===== config.mk =====
export PLATFORM = sky130hd
export DESIGN_NAME = stop_gate
export DESIGN_NICKNAME = d
export VERILOG_FILES = /design/src/common/stop_gate_pkg.sv /design/src/verilog/stop_gate.sv
export VERILOG_INCLUDE_DIRS = /design/src /design/src/common
export SDC_FILE = /design/constraint.sdc
export NUM_CORES = 1
export LEC_CHECK = 0
export BUFFER_PORTS_ARGS = -buffer_cell sky130_fd_sc_hd__buf_2
export CORE_UTILIZATION = 40
export CTS_CLUSTER_DIAMETER = 60
export CTS_CLUSTER_SIZE = 16
export DETAILED_ROUTE_END_ITERATION = 10
export HOLD_SLACK_MARGIN = 0.12
export PLACE_DENSITY = 0.76
export SYNTH_ARGS = -nofsm -noshare
export SYNTH_HDL_FRONTEND = slang
export SYNTH_SLANG_ARGS = --single-unit

===== constraint.sdc =====
create_clock -name pclk -period 4.83 [get_ports pclk]
set_input_delay 0.2415 -clock pclk [delete_from_list [all_inputs] [get_ports pclk]]
set_output_delay 0.2415 -clock pclk [all_outputs]
set_load 0.05 [all_outputs]

===== src/common/stop_gate_consts.svh =====
// constants for the stop-mode gating and address map block
`ifndef STOP_GATE_CONSTS_SVH
`define STOP_GATE_CONSTS_SVH
// apb register byte offsets
`define OFS_CTRL 12'h000
`define OFS_CTRL_SET 12'h004
`define OFS_CTRL_CLR 12'h008
`define OFS_STATUS 12'h00C
`define OFS_NV_PROT 12'h010
`define OFS_NV_OPT 12'h014
`define OFS_KEY_LO 12'h020
`define OFS_KEY_HI 12'h03C
// control register fields
`define CTRL_W 12
`define CTRL_RESET 12'h000
`define F_STOP_INSTR 0
`define F_BKGD_DEBUG 1
`define F_LV_DETECT 2
`define F_LV_STOP 3
`define F_INT_REF_ON 4
`define F_INT_REF_KEEP 5
`define F_EXT_REF_ON 6
`define F_EXT_REF_KEEP 7
`define F_CRYSTAL_HIGH 8
`define F_ADC_ASYNC 9
`define F_CMP_BANDGAP 10
`define F_DEEP_SEL 11
// address regions
`define DP_LO 16'h0000
`define DP_HI 16'h007F
`define HP_LO 16'h1800
`define HP_HI 16'h185F
`define NV_LO 16'hFFB0
`define NV_HI 16'hFFBF
`define KEY_BYTES 8
// vector high-byte addresses
`define VEC_COMPARATOR 16'hFFC2
`define VEC_MODULO_TIMER 16'hFFCA
`define VEC_RTC 16'hFFCC
`define VEC_IIC 16'hFFCE
`define VEC_ADC 16'hFFD0
`define VEC_PORTB 16'hFFD4
`define VEC_PORTA 16'hFFD6
`define VEC_SCI_TX 16'hFFDA
`define VEC_SCI_RX 16'hFFDC
`define VEC_SCI_ERR 16'hFFDE
`define VEC_SPI 16'hFFE0
`define VEC_TPM2_OVF 16'hFFE2
`define VEC_TPM2_CH1 16'hFFE4
`define VEC_TPM2_CH0 16'hFFE6
`define VEC_TPM1_OVF 16'hFFE8
`define VEC_TPM1_CH1 16'hFFF2
`define VEC_TPM1_CH0 16'hFFF4
`define VEC_LOW_VOLT 16'hFFF8
`define VEC_IRQ 16'hFFFA
`define VEC_SWI 16'hFFFC
`define VEC_RESET 16'hFFFE
`endif


===== src/common/stop_gate_pkg.sv =====
// types for the stop-mode gating and address map block
package stop_gate_pkg;
  typedef enum logic [1:0] {run_mode, light_stop, deep_stop} power_mode_type;
  typedef enum logic [4:0] {
    src_reset, src_swi, src_irq, src_low_volt, src_tpm1_ch0, src_tpm1_ch1, src_tpm1_ovf,
    src_tpm2_ch0, src_tpm2_ch1, src_tpm2_ovf, src_spi, src_sci_err, src_sci_rx,
    src_sci_tx, src_porta, src_portb, src_adc, src_iic, src_rtc, src_modulo_timer,
    src_comparator
  } vector_src_type;
endpackage


===== src/verilog/stop_gate.sv =====
// stop-mode clock gating, light-stop keep-alive decisions and address map
// Function
// RQ1 - any stop halts all peripheral clocks
// RQ2 - debug enabled keeps debug clock in stop
// RQ3 - debug enabled turns deep stop into light
// RQ4 - low-voltage stop enable turns deep into light
// RQ5 - converter runs only with async clock, detector
// RQ6 - comparator bandgap option needs detector enabled
// RQ7 - internal reference needs both enables in light
// RQ8 - crystal needs enables, high range needs detector
// RQ9 - regulator stays on with debug or detector
// RQ10 - direct page at 0x0000 to 0x007F
// RQ11 - high page at 0x1800 to 0x185F
// RQ12 - nonvolatile block at 0xFFB0 to 0xFFBF
// RQ13 - reset, software, pin interrupt vector pairs
// RQ14 - each peripheral has its own vector pair
// RQ15 - copy protect and option bytes at reset
// RQ16 - hold eight byte backdoor comparison key
// RQ17 - direct page reached by low byte
// RQ18 - single bits set, clear, test individually
// RQ19 - zero bits read zero always
// RQ20 - disabled stop gives illegal opcode reset
// RQ21 - detector in stop needs both bits
// RQ22 - one gating output per peripheral
`timescale 1ns/1ps
`include "stop_gate_consts.svh"
module stop_gate
  import stop_gate_pkg::*;
#(
  parameter int NPERIPH = 10
) (
  input wire logic pclk,
  input wire logic presetn,
  input wire logic psel,
  input wire logic penable,
  input wire logic pwrite,
  input wire logic [11:0] paddr,
  input wire logic [31:0] pwdata,
  output logic [31:0] prdata,
  output logic pready,
  output logic pslverr,
  input wire logic stop_req,
  input wire logic wake_req,
  input wire logic [7:0] nv_prot_src,
  input wire logic [7:0] nv_opt_src,
  input wire logic [63:0] nv_key_src,
  input wire logic [15:0] cpu_addr,
  input wire logic [7:0] cpu_direct_addr,
  input wire vector_src_type vector_src,
  output logic illegal_opcode_reset,
  output logic [NPERIPH-1:0] periph_clk_on,
  output logic debug_clk_on,
  output logic adc_run,
  output logic analog_comparator_run,
  output logic int_ref_run,
  output logic crystal_oscillator_run,
  output logic regulator_on,
  output logic in_direct_page,
  output logic in_high_page,
  output logic in_nv_regs,
  output logic [15:0] direct_page_addr,
  output logic [15:0] vector_hi_addr,
  output logic [15:0] vector_lo_addr,
  output logic [7:0] flash_protect_byte,
  output logic [7:0] flash_option_byte
);

  logic [`CTRL_W-1:0] ctrl;
  power_mode_type mode;
  logic debug_kept;
  logic lv_kept;
  logic nv_loaded;
  logic [7:0] key [`KEY_BYTES];
  logic wr_en;
  logic lv_in_stop;
  logic deep_allowed;
  logic mapped;
  logic [31:0] next_prdata;
  logic [2:0] key_idx;

  assign wr_en = psel && penable && pwrite;
  assign pready = 1'b1;
  // detector counts as enabled in stop only with both bits
  assign lv_in_stop = ctrl[`F_LV_DETECT] && ctrl[`F_LV_STOP]; // RQ21
  assign deep_allowed = ctrl[`F_DEEP_SEL] && !ctrl[`F_BKGD_DEBUG] && !lv_in_stop; // RQ3 RQ4
  assign key_idx = paddr[4:2];

  // control register: plain write plus set and clear aliases so single bits
  // can change without a read-modify-write race
  always_ff @(posedge pclk or negedge presetn) begin
    if (!presetn) begin
      ctrl <= `CTRL_RESET;
    end else if (wr_en) begin
      case (paddr)
        `OFS_CTRL: ctrl <= pwdata[`CTRL_W-1:0];
        `OFS_CTRL_SET: ctrl <= ctrl | pwdata[`CTRL_W-1:0]; // RQ18
        `OFS_CTRL_CLR: ctrl <= ctrl & ~pwdata[`CTRL_W-1:0]; // RQ18
        default: ctrl <= ctrl;
      endcase
    end
  end

  // stop sequencing; the debug and detector enables are latched at entry, other run bits follow ctrl
  always_ff @(posedge pclk or negedge presetn) begin
    if (!presetn) begin
      mode <= run_mode;
      debug_kept <= 1'b0;
      lv_kept <= 1'b0;
    end else begin
      case (mode)
        run_mode: begin
          if (stop_req && ctrl[`F_STOP_INSTR]) begin
            mode <= deep_allowed ? deep_stop : light_stop; // RQ3 RQ4
            debug_kept <= ctrl[`F_BKGD_DEBUG];
            lv_kept <= lv_in_stop;
          end
        end
        light_stop, deep_stop: begin
          if (wake_req) begin
            mode <= run_mode;
            debug_kept <= 1'b0;
            lv_kept <= 1'b0;
          end
        end
        default: mode <= run_mode;
      endcase
    end
  end

  always_ff @(posedge pclk or negedge presetn) begin
    if (!presetn) begin
      illegal_opcode_reset <= 1'b0;
    end else begin
      illegal_opcode_reset <= (mode == run_mode) && stop_req && !ctrl[`F_STOP_INSTR]; // RQ20
    end
  end

  // gating outputs, one flop per peripheral
  always_ff @(posedge pclk or negedge presetn) begin
    if (!presetn) begin
      periph_clk_on <= '1;
      debug_clk_on <= 1'b1;
      adc_run <= 1'b0;
      analog_comparator_run <= 1'b0;
      int_ref_run <= 1'b0;
      crystal_oscillator_run <= 1'b0;
      regulator_on <= 1'b1;
    end else begin
      periph_clk_on <= (mode == run_mode) ? '1 : '0; // RQ1 RQ22
      debug_clk_on <= (mode == run_mode) || (mode == light_stop && debug_kept); // RQ2
      if (mode == light_stop) begin
        adc_run <= ctrl[`F_ADC_ASYNC] && lv_kept; // RQ5
        analog_comparator_run <= !ctrl[`F_CMP_BANDGAP] || lv_kept; // RQ6
        int_ref_run <= ctrl[`F_INT_REF_ON] && ctrl[`F_INT_REF_KEEP]; // RQ7
        crystal_oscillator_run <= ctrl[`F_EXT_REF_ON] && ctrl[`F_EXT_REF_KEEP]
                                  && (!ctrl[`F_CRYSTAL_HIGH] || lv_kept); // RQ8
        regulator_on <= debug_kept || lv_kept; // RQ9
      end else if (mode == deep_stop) begin
        adc_run <= 1'b0;
        analog_comparator_run <= 1'b0;
        int_ref_run <= 1'b0;
        crystal_oscillator_run <= 1'b0;
        regulator_on <= 1'b0;
      end else begin
        adc_run <= 1'b1;
        analog_comparator_run <= 1'b1;
        int_ref_run <= ctrl[`F_INT_REF_ON];
        crystal_oscillator_run <= ctrl[`F_EXT_REF_ON];
        regulator_on <= 1'b1;
      end
    end
  end

  // nonvolatile copy happens on the first edge after release, never from the
  // async reset branch, so the source pins are sampled by a clock
  always_ff @(posedge pclk or negedge presetn) begin
    if (!presetn) begin
      nv_loaded <= 1'b0;
      flash_protect_byte <= 8'h00;
      flash_option_byte <= 8'h00;
    end else if (!nv_loaded) begin
      nv_loaded <= 1'b1;
      flash_protect_byte <= nv_prot_src; // RQ15
      flash_option_byte <= nv_opt_src; // RQ15
    end
  end

  always_ff @(posedge pclk) begin
    if (!nv_loaded) begin
      for (int i = 0; i < `KEY_BYTES; i++) begin
        key[i] <= nv_key_src[i*8 +: 8]; // RQ16
      end
    end
  end

  // address decode of the cpu bus
  always_ff @(posedge pclk or negedge presetn) begin
    if (!presetn) begin
      in_direct_page <= 1'b0;
      in_high_page <= 1'b0;
      in_nv_regs <= 1'b0;
      direct_page_addr <= 16'h0000;
    end else begin
      in_direct_page <= cpu_addr <= `DP_HI; // RQ10
      in_high_page <= cpu_addr >= `HP_LO && cpu_addr <= `HP_HI; // RQ11
      in_nv_regs <= cpu_addr >= `NV_LO && cpu_addr <= `NV_HI; // RQ12
      // a short address only reaches the first 128 locations
      direct_page_addr <= `DP_LO | {9'h000, cpu_direct_addr[6:0]}; // RQ17
    end
  end

  // vector fetch: high byte first, low byte at the next address
  always_ff @(posedge pclk or negedge presetn) begin
    if (!presetn) begin
      vector_hi_addr <= `VEC_RESET;
      vector_lo_addr <= `VEC_RESET | 16'h0001;
    end else begin
      case (vector_src)
        src_reset: vector_hi_addr <= `VEC_RESET; // RQ13
        src_swi: vector_hi_addr <= `VEC_SWI; // RQ13
        src_irq: vector_hi_addr <= `VEC_IRQ; // RQ13
        src_low_volt: vector_hi_addr <= `VEC_LOW_VOLT;
        src_tpm1_ch0: vector_hi_addr <= `VEC_TPM1_CH0;
        src_tpm1_ch1: vector_hi_addr <= `VEC_TPM1_CH1;
        src_tpm1_ovf: vector_hi_addr <= `VEC_TPM1_OVF;
        src_tpm2_ch0: vector_hi_addr <= `VEC_TPM2_CH0;
        src_tpm2_ch1: vector_hi_addr <= `VEC_TPM2_CH1;
        src_tpm2_ovf: vector_hi_addr <= `VEC_TPM2_OVF;
        src_spi: vector_hi_addr <= `VEC_SPI; // RQ14
        src_sci_err: vector_hi_addr <= `VEC_SCI_ERR;
        src_sci_rx: vector_hi_addr <= `VEC_SCI_RX;
        src_sci_tx: vector_hi_addr <= `VEC_SCI_TX;
        src_porta: vector_hi_addr <= `VEC_PORTA;
        src_portb: vector_hi_addr <= `VEC_PORTB;
        src_adc: vector_hi_addr <= `VEC_ADC;
        src_iic: vector_hi_addr <= `VEC_IIC;
        src_rtc: vector_hi_addr <= `VEC_RTC;
        src_modulo_timer: vector_hi_addr <= `VEC_MODULO_TIMER; // RQ14
        src_comparator: vector_hi_addr <= `VEC_COMPARATOR; // RQ14
        default: vector_hi_addr <= `VEC_RESET;
      endcase
      vector_lo_addr <= {vector_hi_addr[15:1], 1'b1}; // RQ13
    end
  end

  // apb read mux; unused bits are forced to zero
  always_comb begin
    next_prdata = 32'h0000_0000;
    mapped = 1'b1;
    case (paddr)
      `OFS_CTRL, `OFS_CTRL_SET, `OFS_CTRL_CLR: next_prdata = {20'h0_0000, ctrl}; // RQ19
      `OFS_STATUS: next_prdata = {24'h00_0000, regulator_on, crystal_oscillator_run,
                                  int_ref_run, analog_comparator_run, adc_run, debug_clk_on,
                                  mode}; // RQ19
      `OFS_NV_PROT: next_prdata = {24'h00_0000, flash_protect_byte};
      `OFS_NV_OPT: next_prdata = {24'h00_0000, flash_option_byte};
      default: begin
        if (paddr >= `OFS_KEY_LO && paddr <= `OFS_KEY_HI && paddr[1:0] == 2'b00) begin
          next_prdata = {24'h00_0000, key[key_idx]}; // RQ16
        end else begin
          mapped = 1'b0;
        end
      end
    endcase
    if (paddr[1:0] != 2'b00) begin
      mapped = 1'b0;
    end
  end

  // read data is registered in the setup cycle so it is a flop in access
  always_ff @(posedge pclk or negedge presetn) begin
    if (!presetn) begin
      prdata <= 32'h0000_0000;
    end else if (psel && !penable && !pwrite) begin
      prdata <= next_prdata;
    end
  end

  // status, prot, opt and key are read only; writing them is an error
  assign pslverr = psel && penable && (!mapped || (pwrite && paddr != `OFS_CTRL
                   && paddr != `OFS_CTRL_SET && paddr != `OFS_CTRL_CLR));
endmodule


==> results of run 1 <==
## metal layers
layer	part of all wire [%]	wire length, µm	vias to the layer above
met3	6.3	1040	24
li1	-	-	2247
met4	1.6	265	0
met1	40	6660	2292
met2	52	8540	210
met5	0	0	-
## per-stage QoR
| step | setup slack [ps] | cell area [µm²] | hold WS (ps) | power [mW] | util, % |
|---|---|---|---|---|---|
| 2_1_floorplan | 2350 | 6470 | -54.1 | 2.01 | - |
| 3_3_place_gp | 2390 | 7200 | 349 | 2.12 | 47.2 |
| 3_5_place_dp | 2370 | 7200 | 351 | 2.13 | 47.2 |
| 4_1_cts | 2360 | 8890 | 140 | 3.52 | 58.3 |
| 5_1_grt | 2210 | 8890 | 159 | 3.63 | 58.3 |
| 6_report | 2400 | 8890 | 151 | 3.51 | 58.3 |
## flip-flops by register name, summed over array words and instances, names as in the netlist, 2 cells and up
signal	cells
direct_page_addr	7
vector_lo_addr	5
vector_hi_addr	5
flash_protect_byte	8
prdata	12
mode	2
ctrl	12
key	64
flash_option_byte	8
## power by group through the flow
stage	Clock, mW	Sequential [mW]	Combinational, mW
floorplan	0	1.54	0.474
global placement	0	1.39	0.733
detailed placement	0	1.39	0.741
CTS	1.34	1.37	0.809
global route	1.40	1.38	0.855
finish	1.33	1.37	0.811
## worst max-delay path, cell delays in order
cell,delay [ps]
buf_2,770
nand2_1,430
inv_1,200
o21ai_0,90
a31oi_1,150
buf_2,280
## final timing paths
check	startpoint	endpoint	slack [ps]	depth (start not counted)
max	paddr[2]	pslverr	2400	6
min	vector_src[4]	vector_hi_addr[3]$_DFF_PN1_	150	2
max reg2reg	nv_loaded$_DFF_PN0_	key[3][6]$_DFFE_PN_	3000	2
min reg2reg	vector_hi_addr[5]$_DFF_PN1_	vector_lo_addr[5]$_DFF_PN1_	360	0
max in group asynchronous	presetn	flash_protect_byte[2]$_DFFE_PN0N_	3670	2
min in group asynchronous	presetn	ctrl[0]$_DFFE_PN0P_	510	2
## repair_timing
item	CTS	global route
hold buffers	109	0
gates resized for setup	0	0
hold endpoints to repair	165	0
buffers inserted	0	0
## area by class of cell
class / count / area [µm²] / share of cell area [%]
sequential: 137 / 3760 / 42.4
clock buffer: 19 / 433 / 4.87
tap: 211 / 264 / 2.97
inverter: 14 / 52.6 / 0.591
multi-input combinational: 305 / 2100 / 23.6
clock inverter: 13 / 170 / 1.91
timing repair buffer: 311 / 2110 / 23.7
## cell families (layout without fill, tap and decap cells)
kind of cell               count (synthesis)  count (layout)  share of synthesized area [%]
and+or+nand+nor                          127             127                           10.6
DFF                                      137             137                           59.9
muxes                                     44              44                           10.5
buffers and inverters                     93             357                           9.74
AOI/OAI and AO/OA                         71              71                           7.11
adders and majority gates                 10              10                           1.99
other                                      2              53                          0.120
## cells in the final DEF, fill, tap and decap left out, drive strengths merged, types with 17 or more instances in the layout
master       synthesis  routed
buf                 66     202
dlygate4sd3          0     109
edfxtp              64      64
dfrtp               60      60
conb                 2      53
nand2               44      44
o21ai               21      21
nor2                19      19
mux2                19      19
clkbuf              13      19
nor2b               17      17
==> impl_metrics.py, run 1 <==
metrics = {
    "outcome": {
        "status": "completed",
    },
    "floorplanning": {
        "die_area_mm2": 0.0162,
        "pin_count": 278,
        "die_h_um": 127,
        "start_util_pct": 41.2,
        "core_mm2": 0.0153,
        "die_w_um": 127,
        "core.rowCount": 45,
    },
    "sta": {
        "rsz0062_at_grt": "false",
        "post-route-min-period_ps": 2430,
        "finalCritPeriodShare_pct": 50.3,
        "fmax_mhz": 411,
        "slew_headroom_pct": 30.7,
        "drv_slew": 0,
        "finalClockSkew_ps": 6.87,
        "hold_viol_final": 0,
        "worstMarginPinSlew_ps": 1040,
        "setup_tns_ps": 0,
        "setup_violations": 0,
    },
    "power_and_ir_drop": {
        "leakage_nw": 4.01,
        "p_per_area_mw_per_mm2": 395,
        "ir_drop_mv": 0.263,
        "swShare_pct": 32.5,
        "p_clk_share_pct": 38.0,
        "p_int_mw": 2.37,
        "p_comb_share_pct": 23.1,
        "seqPwrFrac_pct": 39.0,
        "netSwitchingPower_mw": 1.14,
    },
    "cells_and_area": {
        "num-nets-final": 956,
        "insertedDiodeCount": 0,
        "synthToLayoutAreaGrowth_pct": 41.5,
        "fin_cells": 1010,
        "drive_gt1_share_pct": 35.3,
        "nFillCells": 1194,
    },
    "yosys": {
        "syn-mean-instance-area_um2": 13.0,
        "synthMostInstantiatedCell": "edfxtp_1",
        "yosysTopAreaCell": "edfxtp_1",
        "synthTopCellsByCount": "edfxtp_1 (64), buf_4 (61), dfrtp_1 (60)",
        "synth_edf_count": 64,
        "netlist_instances": 484,
        "ys_seq_area_share_pct": 59.9,
        "yosysWarnings": 0,
        "synth_top_flop_cell": "edfxtp_1",
        "async_flop_share_pct": 53.3,
        "synth.ff_latch_count": 137,
        "netlist.area_leader.share_pct": 30.6,
        "yosys-top-cells-area": "edfxtp_1 (31%), dfrtp_1 (24%), buf_4 (7.3%)",
        "synth_cell_types": 47,
        "synthesis.area_mm2": 0.00628,
    },
    "hold_path": {
        "hp-class": "input port to register",
    },
    "grt": {
        "grtUsageTotal_pct": 21.0,
        "grt_max_degree": 74,
        "use_met2_pct": 37.1,
        "grt_pass1_wl_um": 25500,
        "grt_use_met3_pct": 5.19,
        "grt_overflow": 0,
        "grt_use_met1_pct": 24.8,
        "grt_pass1_vias": 4804,
        "antenna_found_initial": 0,
        "grt-busiest-layer": "met2",
    },
    "critical_path": {
        "crit_required_ps": 4590,
        "crit_fanout": 33,
        "end_kind": "output pin",
        "cp-start-kind": "input port",
        "path_class": "input port to output pin",
        "cp.arrival_ps": 2190,
    },
    "route": {
        "finalWirelength_um": 16500,
        "wire_per_inst_um": 16.3,
        "final_antenna_net_count": 0,
        "vias": 4773,
        "firstDrtPassIters": 5,
        "routed_via_density": 4.73,
        "drc": 0,
        "drt_iter0_drc": 222,
    },
    "clock_tree": {
        "clk_pin_slew_ps": 50,
        "cts_tree": "built",
        "clockBufferDepth": 2,
        "cts_root_buf": "clkbuf_16",
        "cts.htree.levels": 4,
        "clock_latency_ps": 420,
        "cts_buffers": 17,
        "cts_num_sinks": 137,
    },
    "placed_design": {
        "dp_cells": 869,
        "dp_hpwl_um": 10100,
        "portBuffers": 200,
        "globalplace.congestion": 0.798,
    },
    "flow_run": {
        "drv_cap": 0,
    },
}
Note: power is estimated with default switching activity, not from simulation.
==> run 2, diff against run 1 <==
clock period = 2.4 ns   (was 4.83 ns; I/O delays follow)
==> run 2 against run 1 <==
Effect of this change: non-clock buffer count grew 8; core utilization increased by 0.35 points; via count is 0.69% higher; register-to-register slack worse by 2300 ps; first-iteration DRC count shrank 27%; critical path type is now input port to register; largest power group unchanged.
==> impl_metrics.py, run 2 (synthesis results as in run 1) <==
metrics = {
    "outcome": {
        "status": "completed",
    },
    "sta": {
        "worstMarginPinSlew_ps": 928,
        "finalClockSkew_ps": 10.2,
        "setup_violations": 0,
        "post-route-min-period_ps": 1800,
        "finalCritPeriodShare_pct": 75.1,
        "fmax_mhz": 555,
        "hold_viol_final": 0,
        "slew_headroom_pct": 38.1,
        "setup_tns_ps": 0,
        "rsz0062_at_grt": "false",
        "setup_slack_ps": 599,
        "drv_slew": 0,
    },
    "critical_path": {
        "cp-start-kind": "input port",
        "path_class": "input port to register",
        "critPathMaxStageDelay_ps": 560,
        "end_kind": "register",
        "crit_required_ps": 2740,
        "crit_fanout": 5,
        "cpMaxStageDelayCell": "dlygate4sd3_1",
        "cp.arrival_ps": 2140,
        "timing.critical_path.mode_cell": "dlygate4sd3_1",
        "crit_path_cell_trace": "dlygate4sd3_1, buf_2, inv_1, ha_1, and2_1, a211oi_1, a21oi_1, dlygate4sd3_1",
    },
    "cells_and_area": {
        "final_common_cell": "buf_2",
        "largest_reg_flops": 64,
        "largest_register": "key",
        "design_area_mm2": 0.00894,
        "synthToLayoutAreaGrowth_pct": 42.4,
        "top_regs": "key (64), ctrl (12), prdata (12)",
        "drive_gt1_share_pct": 35.4,
        "register_area_mm2": 0.00376,
        "nFillCells": 1213,
        "finish.utilization_pct": 58.6,
        "num-nets-final": 964,
        "multi_input_area_mm2": 0.00210,
        "layout_common_cells": "buf_2 (199), dlygate4sd3_1 (114), edfxtp_1 (64)",
    },
    "route": {
        "finalWirelength_um": 16200,
        "final_antenna_net_count": 0,
        "vias": 4806,
        "routed_via_density": 4.72,
        "drc": 0,
        "wire_per_inst_um": 15.9,
        "firstDrtPassIters": 4,
        "drt_iter0_drc": 162,
    },
    "flow_run": {
        "drv_cap": 0,
    },
    "clock_tree": {
        "cts_buffers": 17,
        "cts_tree": "built",
        "cts_root_buf": "clkbuf_16",
        "clock_latency_ps": 420,
        "clockBufferDepth": 2,
        "cts.repair.resized": 0,
        "cts.htree.levels": 4,
        "cts_num_sinks": 137,
        "clk_pin_slew_ps": 60,
    },
    "hold_path": {
        "hp-class": "input port to register",
    },
    "power_and_ir_drop": {
        "p_per_area_mw_per_mm2": 778,
        "ir_drop_mv": 0.467,
        "leakage_nw": 4.03,
    },
    "placed_design": {
        "portBuffers": 200,
        "dp_hpwl_um": 10200,
        "placed_area_mm2": 0.00722,
        "place_ws_ps": 380,
        "globalplace.congestion": 0.808,
    },
    "grt": {
        "antenna_found_initial": 1,
        "grtUsageTotal_pct": 20.7,
        "grt_overflow": 0,
        "grt_pass1_wl_um": 25000,
        "grt_pass1_vias": 4789,
        "grt_max_degree": 74,
    },
    "floorplanning": {
        "core_mm2": 0.0153,
        "start_util_pct": 41.2,
        "core.rowCount": 45,
        "die_h_um": 127,
        "die_w_um": 127,
        "pin_count": 278,
        "die_area_mm2": 0.0162,
    },
}
[run 2: cell count changes in the layout (fill, tap and decap cells not counted)]
| cell | previous run | this run |
|---|---|---|
| clkinvlp_2 | 0 | 1 |
| clkinv_2 | 1 | 2 |
| diode_2 | 0 | 1 |
| inv_6 | 2 | 3 |
| bufinv_16 | 3 | 2 |
| inv_2 | 1 | 0 |
| buf_4 | 3 | 6 |
| clkbuf_1 | 2 | 1 |
| clkinvlp_4 | 3 | 5 |
| dlygate4sd3_1 | 109 | 114 |
| clkinv_4 | 4 | 2 |
[run 2: layout make-up]
cell class | instances | share of cell area, %
clock buffers | 18 | 4.80
flip-flops and latches | 137 | 42.1
multi-input cells | 305 | 23.4
clock inverters | 14 | 1.66
well taps | 211 | 2.95
diodes | 1 | 0.0280
inverters | 14 | 0.630
repair buffers | 319 | 24.4
[run 2: stage by stage]
| stage | std cells | total power, mW | hold WS, ps |
|---|---|---|---|
| after floorplan | 535 | 4.05 | -176 |
| after global placement | 872 | 4.27 | 228 |
| after detailed placement | 872 | 4.29 | 230 |
| after CTS | 1018 | 6.99 | 187 |
| after global routing | 1019 | 7.20 | 225 |
| final | 1019 | 6.96 | 204 |
[run 2: what timing repair did]
action / CTS / global route
hold buffers: 114 / 0
hold endpoints to repair: 168 / 0
setup buffers: 0 / 0
endpoints found under the setup margin: 0 / 0
[run 2: worst max-delay path: cells and delay by family]
kind	cells	cell delay, ps
compound gates	2	260
buf+inv	4	1300
fa+ha+maj	1	280
simple gates	1	180
[run 2: worst paths after layout]
kind	cells after the start	start	endpoint	slack, ps
max in group asynchronous	2	presetn	direct_page_addr[4]$_DFF_PN0_	1390
worst max-delay path	8	vector_src[1]	vector_hi_addr[1]$_DFF_PN1_	600
worst max register to register	6	mode[0]$_DFFE_PN0P_	debug_kept$_DFFE_PN0P_	720
worst min-delay path	4	vector_src[0]	vector_hi_addr[4]$_DFF_PN1_	200
min in group asynchronous	2	presetn	prdata[5]$_DFFE_PN0P_	410
worst min register to register	0	vector_hi_addr[4]$_DFF_PN1_	vector_lo_addr[4]$_DFF_PN1_	360
[run 2: report_power, final]
group,switching (mW),internal [mW],leakage (nW)
clock,1.03,1.53,0.269
combinational,1.16,0.475,2.23
sequential,0.0924,2.66,1.53
[run 2: per-layer routing]
layer / vias up / global-route usage, % / share of wire [%]
met5: - / 0 / 0
li1: 2270 / - / -
met4: 0 / 7.42 / 1.4
met1: 2302 / 25.3 / 41
met2: 215 / 35.7 / 51
met3: 19 / 4.82 / 6.3
